<file path="config.mk">
export PLATFORM = sky130hd
export DESIGN_NAME = rurw_top
export DESIGN_NICKNAME = d
export VERILOG_FILES = /design/src/rurw_pkg.sv /design/src/rurw_wdog.sv /design/src/rurw_top.sv
export SDC_FILE = /design/constraint.sdc
export NUM_CORES = 1
export LEC_CHECK = 0
export BUFFER_PORTS_ARGS = -buffer_cell sky130_fd_sc_hd__buf_2
export CAP_MARGIN = 20
export CORE_MARGIN = 2
export CORE_UTILIZATION = 57
export CTS_BUF_LIST = sky130_fd_sc_hd__clkbuf_4
export DETAILED_ROUTE_END_ITERATION = 16
export PLACE_DENSITY = 0.85
export REMOVE_ABC_BUFFERS = 1
export SYNTH_ARGS = -nofsm -noshare
export SYNTH_HDL_FRONTEND = slang
export SYNTH_SLANG_ARGS = --single-unit
</file>
<file path="constraint.sdc">
create_clock -name core_clk -period 8.8 [get_ports core_clk]
set_clock_uncertainty 0.15 [all_clocks]
set_input_delay 1.76 -clock core_clk [delete_from_list [all_inputs] [get_ports core_clk]]
set_output_delay 1.76 -clock core_clk [all_outputs]
set_load 0.03 [all_outputs]
</file>
<file path="src/rurw_pkg.sv">
/*
  shared constants for the remote upgrade reconfiguration block:
  register offsets, field positions, reset values and the state type.
  assumes a 32-bit apb slave with byte addresses on a 12-bit paddr.
*/
package rurw_pkg;
  // field widths
  localparam int ADDR_W = 24;
  localparam int WDOG_SET_W = 12;
  localparam int WDOG_LOW_W = 17;
  localparam int WDOG_CNT_W = 29;
  localparam int REC_W = 31;
  localparam int OPT_W = 15;
  localparam int CAUSE_W = 5;
  localparam int STAT_W = 7;
  // register byte offsets
  localparam logic [11:0] OFS_ADDR = 12'h000;
  localparam logic [11:0] OFS_OPT = 12'h004;
  localparam logic [11:0] OFS_STATUS = 12'h008;
  localparam logic [11:0] OFS_PRIOR1 = 12'h00c;
  localparam logic [11:0] OFS_PRIOR2 = 12'h010;
  // option word: early done, internal osc, watchdog enable, setting
  localparam int OPT_EARLY = 0;
  localparam int OPT_OSC = 1;
  localparam int OPT_WDEN = 2;
  localparam int OPT_WDOG_LSB = 3;
  // prior record fields
  localparam int REC_CAUSE_LSB = 26;
  localparam int REC_STATE_LSB = 24;
  // cause bits, highest wins
  localparam int CAUSE_EXT = 4;
  localparam int CAUSE_CRC = 3;
  localparam int CAUSE_STAT = 2;
  localparam int CAUSE_WDOG = 1;
  localparam int CAUSE_CORE = 0;
  // status word: state in low bits, last cause above it
  localparam int STAT_CAUSE_LSB = 2;
  // reset values and the misuse marker (illegal one-hot cause)
  localparam logic [ADDR_W-1:0] CTL_ADDR_RST = 24'h000000;
  localparam logic [OPT_W-1:0] CTL_OPT_RST = 15'h0000;
  localparam logic [REC_W-1:0] PRIOR_INVALID = 31'h7fffffff;
  // oscillator tick derived from the core clock
  localparam int CLK_PERIOD_PS = 5000;
  localparam int OSC_PERIOD_PS = 100000;
  localparam int OSC_DIV = OSC_PERIOD_PS / CLK_PERIOD_PS;
  typedef enum logic [1:0] {
    ST_FACT_CFG,
    ST_FACTORY,
    ST_APP_CFG,
    ST_APP_USER
  } rurw_state_e;
endpackage

</file>
<file path="src/rurw_wdog.sv">
/*
  29-bit user watchdog down-counter, stepped by an oscillator tick.
  assumes the caller drops enable outside application user mode.
*/
`timescale 1ns/1ps
module rurw_wdog #(
  parameter int CNT_W = 29,
  parameter int SET_W = 12
) (
  input wire logic core_clk,
  input wire logic reset,
  input wire logic enable,
  input wire logic reload,
  input wire logic tick,
  input wire logic [SET_W-1:0] setting,
  output logic expired,
  output logic [CNT_W-1:0] count
);
  logic [CNT_W-1:0] load_val;

  // setting fills the top bits, low bits start from zero
  assign load_val = {setting, {(CNT_W-SET_W){1'b0}}};

  // held at the load value while disabled, so it starts fresh
  always_ff @(posedge core_clk or posedge reset) begin
    if (reset) begin
      count <= '0;
      expired <= 1'b0;
    end else begin
      expired <= 1'b0;
      if (!enable || reload) begin
        count <= load_val;
      end else if (tick) begin
        if (count == '0) begin
          expired <= 1'b1;
        end else begin
          count <= count - 1'b1;
        end
      end
    end
  end

  a_wdog_expiry: assert property (@(posedge core_clk)
    disable iff (reset)
    expired |-> $past(count) == '0 && $past(tick) && $past(enable))
    else $error("watchdog expired without a zero count");
endmodule // rurw_wdog

</file>
<file path="src/rurw_top.sv">
/*
  remote upgrade reconfiguration controller with user watchdog:
  update/control registers, status, two prior-state records, apb slave.
  assumes apb master on core_clk and synchronous event inputs;
  config_done pulses when a configuration cycle reaches user mode.
*/
`timescale 1ns/1ps
// Behaviour
// prior record bits 30:26 hold one-hot cause of leaving the app
// simultaneous causes: only the highest bit position is recorded
// record bits 25:24 hold state at the reconfiguration event
// record bits 23:0 hold the boot address of that application
// second record has same layout, one application further back
// reading a record before it exists returns a marker value
// update/control share layout; change only in factory mode
// user logic writes next application settings into update
// request rising in factory copies update to control, loads app
// errors clear control to zero; core trigger loads update
// status records the error before factory load begins
// reads show update in factory, control in application
// watchdog is 29-bit down-counter from the control setting
// watchdog set by top 12 bits, 2^17 cycle steps
// watchdog counts oscillator ticks, not user clock
// watchdog counts only after application enters user mode
// user logic reloads watchdog before it expires
// expiry sets watchdog flag and loads factory configuration
// watchdog disabled in configuration cycles and factory mode
// falling kick edge restarts watchdog from initial count
// request low: factory loads application, application loads factory; factory here acts on the rising edge
// reload puts setting in upper bits, low 17 bits zero
module rurw_top #(
  parameter int OSC_DIV = rurw_pkg::OSC_DIV
) (
  input wire logic core_clk,
  input wire logic reset,
  input wire logic psel,
  input wire logic penable,
  input wire logic pwrite,
  input wire logic [11:0] paddr,
  input wire logic [31:0] pwdata,
  output logic [31:0] prdata,
  output logic pready,
  output logic pslverr,
  input wire logic logic_reconfig_request_n,
  input wire logic watchdog_kick_n,
  input wire logic external_reconfig_pin_n,
  input wire logic config_status_pin_n,
  input wire logic crc_error,
  input wire logic config_done,
  output logic [1:0] config_state,
  output logic reconfig_start,
  output logic [23:0] boot_address,
  output logic early_done_option,
  output logic internal_osc_option,
  output logic watchdog_timeout_flag
);
  localparam int AW = rurw_pkg::ADDR_W;
  localparam int OW = rurw_pkg::OPT_W;
  localparam int RW = rurw_pkg::REC_W;
  localparam int CW = rurw_pkg::CAUSE_W;

  rurw_pkg::rurw_state_e state_q;
  logic [AW-1:0] upd_addr_q;
  logic [OW-1:0] upd_opt_q;
  logic [AW-1:0] ctl_addr_q;
  logic [OW-1:0] ctl_opt_q;
  logic [rurw_pkg::STAT_W-1:0] status_q;
  logic [RW-1:0] rec1_q;
  logic [RW-1:0] rec2_q;
  logic rec1_vld_q;
  logic rec2_vld_q;
  logic req_q;
  logic kick_q;
  logic ext_q;
  logic stat_q;
  logic start_q;
  logic [31:0] prdata_q;
  logic [7:0] osc_cnt_q;
  logic osc_tick;
  logic req_rise;
  logic req_fall;
  logic kick_fall;
  logic ext_fall;
  logic stat_fall;
  logic in_factory;
  logic in_app;
  logic core_trig;
  logic err_evt;
  logic any_evt;
  logic wdog_expired;
  logic wdog_enable;
  logic [rurw_pkg::WDOG_CNT_W-1:0] wdog_count;
  logic [CW-1:0] cause;
  logic setup;
  logic access;
  logic mapped;
  logic upd_wr;

  // one-hot pick, highest position wins on a tie
  function automatic logic [CW-1:0] pick_cause(
    input logic [CW-1:0] raw
  );
    logic [CW-1:0] r;
    r = '0;
    for (int i = 0; i < CW; i++) begin
      if (raw[i]) begin
        r = '0;
        r[i] = 1'b1;
      end
    end
    return r;
  endfunction

  // true when the offset names a register
  function automatic logic is_mapped(input logic [11:0] a);
    return a == rurw_pkg::OFS_ADDR || a == rurw_pkg::OFS_OPT ||
      a == rurw_pkg::OFS_STATUS || a == rurw_pkg::OFS_PRIOR1 ||
      a == rurw_pkg::OFS_PRIOR2;
  endfunction

  // previous levels for edge detection; inputs idle high
  always_ff @(posedge core_clk or posedge reset) begin
    if (reset) begin
      req_q <= 1'b1;
      kick_q <= 1'b1;
      ext_q <= 1'b1;
      stat_q <= 1'b1;
    end else begin
      req_q <= logic_reconfig_request_n;
      kick_q <= watchdog_kick_n;
      ext_q <= external_reconfig_pin_n;
      stat_q <= config_status_pin_n;
    end
  end

  assign req_rise = !req_q && logic_reconfig_request_n;
  assign req_fall = req_q && !logic_reconfig_request_n;
  assign kick_fall = kick_q && !watchdog_kick_n;
  assign ext_fall = ext_q && !external_reconfig_pin_n;
  assign stat_fall = stat_q && !config_status_pin_n;
  assign in_factory = state_q == rurw_pkg::ST_FACT_CFG ||
    state_q == rurw_pkg::ST_FACTORY;
  assign in_app = !in_factory;

  // factory commits on the rising edge, so the update is settled
  assign core_trig = (state_q == rurw_pkg::ST_FACTORY) ? req_rise :
    (in_app && req_fall);
  assign err_evt = ext_fall || crc_error || stat_fall || wdog_expired;
  assign any_evt = err_evt || core_trig;
  assign cause = pick_cause({ext_fall, crc_error, stat_fall,
    wdog_expired, core_trig});

  // oscillator stand-in: one tick per oscillator period
  always_ff @(posedge core_clk or posedge reset) begin
    if (reset) begin
      osc_cnt_q <= '0;
    end else if (osc_cnt_q == 8'(OSC_DIV - 1)) begin
      osc_cnt_q <= '0;
    end else begin
      osc_cnt_q <= osc_cnt_q + 8'h01;
    end
  end
  assign osc_tick = osc_cnt_q == 8'(OSC_DIV - 1);

  // master state: errors and app-side requests go to factory
  always_ff @(posedge core_clk or posedge reset) begin
    if (reset) begin
      state_q <= rurw_pkg::ST_FACT_CFG;
    end else if (err_evt) begin
      state_q <= rurw_pkg::ST_FACT_CFG;
    end else if (core_trig) begin
      state_q <= in_factory ? rurw_pkg::ST_APP_CFG :
        rurw_pkg::ST_FACT_CFG;
    end else if (config_done) begin
      unique case (state_q)
        rurw_pkg::ST_FACT_CFG: state_q <= rurw_pkg::ST_FACTORY;
        rurw_pkg::ST_APP_CFG: state_q <= rurw_pkg::ST_APP_USER;
        rurw_pkg::ST_FACTORY: state_q <= rurw_pkg::ST_FACTORY;
        rurw_pkg::ST_APP_USER: state_q <= rurw_pkg::ST_APP_USER;
      endcase
    end
  end

  // update register: software writes only in factory user mode
  assign upd_wr = access && pwrite && state_q == rurw_pkg::ST_FACTORY;
  always_ff @(posedge core_clk or posedge reset) begin
    if (reset) begin
      upd_addr_q <= rurw_pkg::CTL_ADDR_RST;
      upd_opt_q <= rurw_pkg::CTL_OPT_RST;
    end else if (upd_wr) begin
      if (paddr == rurw_pkg::OFS_ADDR) begin
        upd_addr_q <= pwdata[AW-1:0];
      end
      if (paddr == rurw_pkg::OFS_OPT) begin
        upd_opt_q <= pwdata[OW-1:0];
      end
    end
  end

  // control register: written by the state machine alone
  always_ff @(posedge core_clk or posedge reset) begin
    if (reset) begin
      ctl_addr_q <= rurw_pkg::CTL_ADDR_RST;
      ctl_opt_q <= rurw_pkg::CTL_OPT_RST;
    end else if (err_evt) begin
      ctl_addr_q <= '0;
      ctl_opt_q <= '0;
    end else if (core_trig) begin
      ctl_addr_q <= upd_addr_q;
      ctl_opt_q <= upd_opt_q;
    end
  end

  // status catches the cause in the event cycle, before factory load
  always_ff @(posedge core_clk or posedge reset) begin
    if (reset) begin
      status_q <= '0;
    end else begin
      status_q[1:0] <= state_q;
      if (any_evt) begin
        status_q[rurw_pkg::STAT_CAUSE_LSB +: CW] <= cause;
      end
    end
  end

  // records shift only when an application is left
  always_ff @(posedge core_clk or posedge reset) begin
    if (reset) begin
      rec1_q <= '0;
      rec2_q <= '0;
      rec1_vld_q <= 1'b0;
      rec2_vld_q <= 1'b0;
    end else if (any_evt && in_app) begin
      rec2_q <= rec1_q;
      rec2_vld_q <= rec1_vld_q;
      rec1_q <= {cause, state_q, ctl_addr_q};
      rec1_vld_q <= 1'b1;
    end
  end

  // one-cycle start pulse toward the configuration engine
  always_ff @(posedge core_clk or posedge reset) begin
    if (reset) begin
      start_q <= 1'b0;
    end else begin
      start_q <= any_evt;
    end
  end

  // watchdog runs only in application user mode with enable set
  assign wdog_enable = state_q == rurw_pkg::ST_APP_USER &&
    ctl_opt_q[rurw_pkg::OPT_WDEN];

  rurw_wdog #(
    .CNT_W(rurw_pkg::WDOG_CNT_W),
    .SET_W(rurw_pkg::WDOG_SET_W)
  ) u_wdog (
    .core_clk(core_clk),
    .reset(reset),
    .enable(wdog_enable),
    .reload(kick_fall),
    .tick(osc_tick),
    .setting(ctl_opt_q[rurw_pkg::OPT_WDOG_LSB +: rurw_pkg::WDOG_SET_W]),
    .expired(wdog_expired),
    .count(wdog_count)
  );

  // apb: read data is captured in setup so it comes from a flop
  assign setup = psel && !penable;
  assign access = psel && penable;
  assign mapped = is_mapped(paddr);
  always_ff @(posedge core_clk or posedge reset) begin
    if (reset) begin
      prdata_q <= '0;
    end else if (setup && !pwrite) begin
      prdata_q <= '0;
      unique case (1'b1)
        paddr == rurw_pkg::OFS_ADDR:
          prdata_q[AW-1:0] <= in_factory ? upd_addr_q : ctl_addr_q;
        paddr == rurw_pkg::OFS_OPT:
          prdata_q[OW-1:0] <= in_factory ? upd_opt_q : ctl_opt_q;
        paddr == rurw_pkg::OFS_STATUS:
          prdata_q[rurw_pkg::STAT_W-1:0] <= status_q;
        paddr == rurw_pkg::OFS_PRIOR1:
          prdata_q[RW-1:0] <= rec1_vld_q ? rec1_q :
            rurw_pkg::PRIOR_INVALID;
        paddr == rurw_pkg::OFS_PRIOR2:
          prdata_q[RW-1:0] <= rec2_vld_q ? rec2_q :
            rurw_pkg::PRIOR_INVALID;
        default: prdata_q <= '0;
      endcase
    end
  end

  // zero wait states; unmapped offsets answer with an error
  assign pready = 1'b1;
  assign pslverr = access && !mapped;
  assign prdata = prdata_q;
  assign config_state = status_q[1:0];
  assign reconfig_start = start_q;
  assign boot_address = ctl_addr_q;
  assign early_done_option = ctl_opt_q[rurw_pkg::OPT_EARLY];
  assign internal_osc_option = ctl_opt_q[rurw_pkg::OPT_OSC];
  assign watchdog_timeout_flag =
    status_q[rurw_pkg::STAT_CAUSE_LSB + rurw_pkg::CAUSE_WDOG];

  a_rec_onehot: assert property (@(posedge core_clk)
    disable iff (reset) (any_evt && in_app) |=> $onehot(rec1_q[30:26]))
    else $error("prior cause not one-hot");

  a_cause_prio: assert property (@(posedge core_clk)
    disable iff (reset) ext_fall |=> status_q[6] && status_q[5:2] == 4'h0)
    else $error("external pin lost priority");

  a_rec_state: assert property (@(posedge core_clk) disable iff (reset)
    (any_evt && in_app) |=> rec1_q[25:24] == $past(state_q))
    else $error("prior state field wrong");

  a_rec_addr: assert property (@(posedge core_clk) disable iff (reset)
    (any_evt && in_app) |=> rec1_q[23:0] == $past(ctl_addr_q))
    else $error("prior address field wrong");

  a_rec_shift: assert property (@(posedge core_clk) disable iff (reset)
    (any_evt && in_app) |=> rec2_q == $past(rec1_q))
    else $error("second record not shifted");

  a_early_read: assert property (@(posedge core_clk)
    disable iff (reset)
    (setup && !pwrite && paddr == rurw_pkg::OFS_PRIOR1 && !rec1_vld_q)
    |=> prdata_q[30:0] == rurw_pkg::PRIOR_INVALID)
    else $error("invalid capture not flagged");

  a_upd_locked: assert property (@(posedge core_clk)
    disable iff (reset) (access && pwrite && state_q != rurw_pkg::ST_FACTORY)
    |=> $stable(upd_addr_q) && $stable(upd_opt_q))
    else $error("update written outside factory");

  a_core_copy: assert property (@(posedge core_clk) disable iff (reset)
    (core_trig && !err_evt) |=> ctl_addr_q == $past(upd_addr_q)
    && ctl_opt_q == $past(upd_opt_q))
    else $error("control did not take update");

  a_err_clear: assert property (@(posedge core_clk)
    disable iff (reset) err_evt |=> ctl_addr_q == '0 && ctl_opt_q == '0
    && state_q == rurw_pkg::ST_FACT_CFG)
    else $error("control not cleared on error");

  a_wdog_off: assert property (@(posedge core_clk) disable iff (reset)
    (state_q != rurw_pkg::ST_APP_USER) |=> !wdog_expired)
    else $error("watchdog fired outside user mode");

  a_kick_reload: assert property (@(posedge core_clk)
    disable iff (reset) (kick_fall && wdog_enable) |=> wdog_count ==
    {$past(ctl_opt_q[14:3]), 17'h00000})
    else $error("kick did not reload watchdog");
endmodule // rurw_top

</file>
==> flow_summary_export.csv <==
group,metric,value,unit
yosys,synth_top_area_frac,0.5307,
sta,rsz0062_at_grt,"false",
route,vias,8157,
sta,fmax,182.3,MHz
route,wl_per_cell,18.51,um
global_routing,grt_max_degree,151,
yosys,postSynthCellCount,964,
yosys,seq_area_frac_synth,0.5408,
setup_path,critPathRequiredTime,6890,ps
yosys,async_flop_share,1.000,
cts,cts_setup_buffers,0,
yosys,yosysUniqueCellTypes,56,
cts,cts_resized,0,
cts,clk_path_buf_depth,3,
setup_path,end_kind,"output port",
yosys,synth-edff-count,0,
placement,portBuffers,108,
sta,hold_viol_final,0,
route,drt_iter0_markers,578,
route,drtPass1Iterations,7,
power,power_density,172.8,nW/um2
global_routing,overflow,0,
sta,finalSetupViolCount,0,
sta,tightest_slew,1089,ps
cts,clock-sinks,225,
floorplan,rows,49,
layout,drive_gt1_frac,0.3043,
global_routing,grt_pass1_wl,41.40,mm
cts,ctsHoldBuffers,0,
yosys,syn_avg_cell_area,10.81,um2
yosys,ys_ff_latch,225,
cts,cts_root_buf,"clkbuf_4",
global_routing,grt.total_usage,0.2614,
setup_path,cp-start-kind,"input pin",
yosys,synth_top_cell_by_area,"dfrtp_1",
setup_path,rrSetupSlack,5100,ps
floorplan,fp.coreArea,17960,um2
yosys,synth-warning-count,0,
yosys,synth.cell_area,10420,um2
layout,nets,1142,
route,drtAntennaViolNets,0,
floorplan,die_y,139.2,um
cts,cts_tree,"built",
yosys,ys_top_cells_by_area,"dfrtp_1, mux2_2, nand2_1",
setup_path,arrival,3580,ps
sta,min_period_over_period,0.6234,
floorplan,pin_count,119,
floorplan,dieArea,19380,um2
worst_hold_path,min_path_type,"reg -> reg",
flow_run,maxCapViolCount,0,
sta,tns,0,ps
outcome,status,"finished, final reports clean",
setup_path,reg2reg_depth,5,
route,wl,25.11,mm
sta,maxSlewViolCount,0,
cts,insertion_delay,680,ps
cts,htree_num_levels,2,
global_routing,grt_pass1_vias,8393,
floorplan,die_w,139.2,um
placement,globalplace.congestion,0.8077,
placement,hpwlAfterDp,15.46,mm
yosys,ys.flop_type,"dfrtp_1",
worst_hold_path,hold-path-cell-count,2,
floorplan,initial_core_util,0.5801,
sta,min_period,5486,ps
sta,relSlewSlack,0.2742,
power,peakVddDrop,103.0,uV
setup_path,critPathKind,"in -> out",
sta,holdWs,321.9,ps
route,vias_per_cell,6.015,
power,p_leak,5.669,nW
cts,clk_pin_slew,60,ps
global_routing,antenna_found_initial,1,
cts,cts_buffers,56,
layout,syn_to_final_growth,14.46,%
route,drc_errors,0,
setup_path,cp_max_fo,12,
[routing by layer]
| layer | vias to the layer above | global-route usage | wire length (um) |
|---|---|---|---|
| li1 | 3727 | - | - |
| met1 | 4088 | 0.3385 | 10300 |
| met2 | 292 | 0.4382 | 12420 |
| met3 | 50 | 0.05953 | 1866 |
| met4 | 0 | 0.09144 | 520 |
| met5 | - | 0 | 0 |
[cell type report]
class | instances | area, um2
Clock inverter | 16 | 96.34
Multi-Input combinational cell | 666 | 4539
Antenna cell | 3 | 7.507
Fill cell | 1310 | 6036
Inverter | 11 | 48.80
Sequential cell | 225 | 5635
Tap cell | 229 | 286.5
Clock buffer | 82 | 615.6
Timing Repair Buffer | 124 | 698.2
[worst max-delay path, cell delays in order]
cell and delay, ps:
buf_2 90, nor4_1 440, nand4b_1 660, and4b_1 440, buf_2 170
[cell usage after synthesis, types with 6 or more instances]
cell type / n
dfrtp_1: 221
nand2_1: 138
mux2_2: 98
a21oi_1: 73
nand2b_1: 54
o21ai_0: 53
nor2_1: 50
clkbuf_1: 48
a31oi_1: 15
mux4_2: 15
or3_1: 15
inv_1: 11
mux2i_1: 11
nand3b_1: 11
or4_1: 11
nand3_1: 10
nor3_1: 10
o31ai_1: 10
a221oi_1: 9
a222oi_1: 8
o211ai_1: 8
nor4_1: 7
buf_1: 6
[cells by family (layout without fill, tap and decap cells)]
logic type                 after synthesis  after routing  synth area share
muxes                                  124            124            0.1489
xor gates and xnor gates                 8              8          0.006724
buffers and inverters                   73            233           0.02821
and+or+nand+nor                        339            339            0.1622
AOI/OAI and AO/OA                      190            190            0.1089
DFF                                    225            225            0.5408
other                                    2              5         0.0007206
adders and majority gates                3              3          0.003602
[flip-flops by register name, indices dropped and copies added, names as in the netlist, 15 cells and up]
signal	cells
prdata	31
rec1_q	31
rec2_q	31
u_wdog.count	29
boot_address	24
upd_addr_q	24
ctl_opt_q	15
upd_opt_q	15
[power breakdown]
group,leakage [nW],internal [mW],switching [mW]
Sequential,3.09,1.05,0.0228
Combinational,2.16,0.0384,0.0836
Clock,0.417,0.455,0.411
[final timing paths]
kind                                  end       from
hold / removal                  prdata[0]  prdata[0]
setup / recovery                  pslverr   paddr[9]
min in group asynchronous  reconfig_start      reset
setup reg to reg               rec1_q[14]     stat_q
hold reg to reg                 prdata[0]  prdata[0]
max in group asynchronous  upd_addr_q[13]      reset
[cell usage in the layout, fill, tap and decap left out, types with 6 or more instances in the layout]
cell,netlist,routed
a21oi_1,73,73
a221oi_1,9,9
a222oi_1,8,8
a31oi_1,15,14
buf_2,4,108
buf_4,4,13
clkbuf_4,0,82
clkinv_1,0,11
dfrtp_1,221,221
inv_1,11,10
mux2_2,98,98
mux2i_1,11,11
mux4_2,15,15
nand2_1,138,138
nand2b_1,54,54
nand3_1,10,10
nand3b_1,11,11
nor2_1,50,49
nor3_1,10,10
nor4_1,7,6
o211ai_1,8,8
o21ai_0,53,53
o31ai_1,10,10
or3_1,15,15
or4_1,11,10
[through the flow]
stage | instances | worst slack [ps] | util | power [mW] | cell area [um2]
final | 1356 | 3314 | 0.6640 | 2.062 | 11930
after global placement | 1252 | 3380 | 0.6206 | 1.207 | 11150
after CTS | 1350 | 3382 | 0.6602 | 2.076 | 11860
after global routing | 1354 | 3180 | 0.6637 | 2.150 | 11920
after floorplan | 902 | 733.8 | - | 1.158 | 10170
after detailed placement | 1252 | 3347 | 0.6206 | 1.212 | 11150
Power figures use the tool's default switching activity.
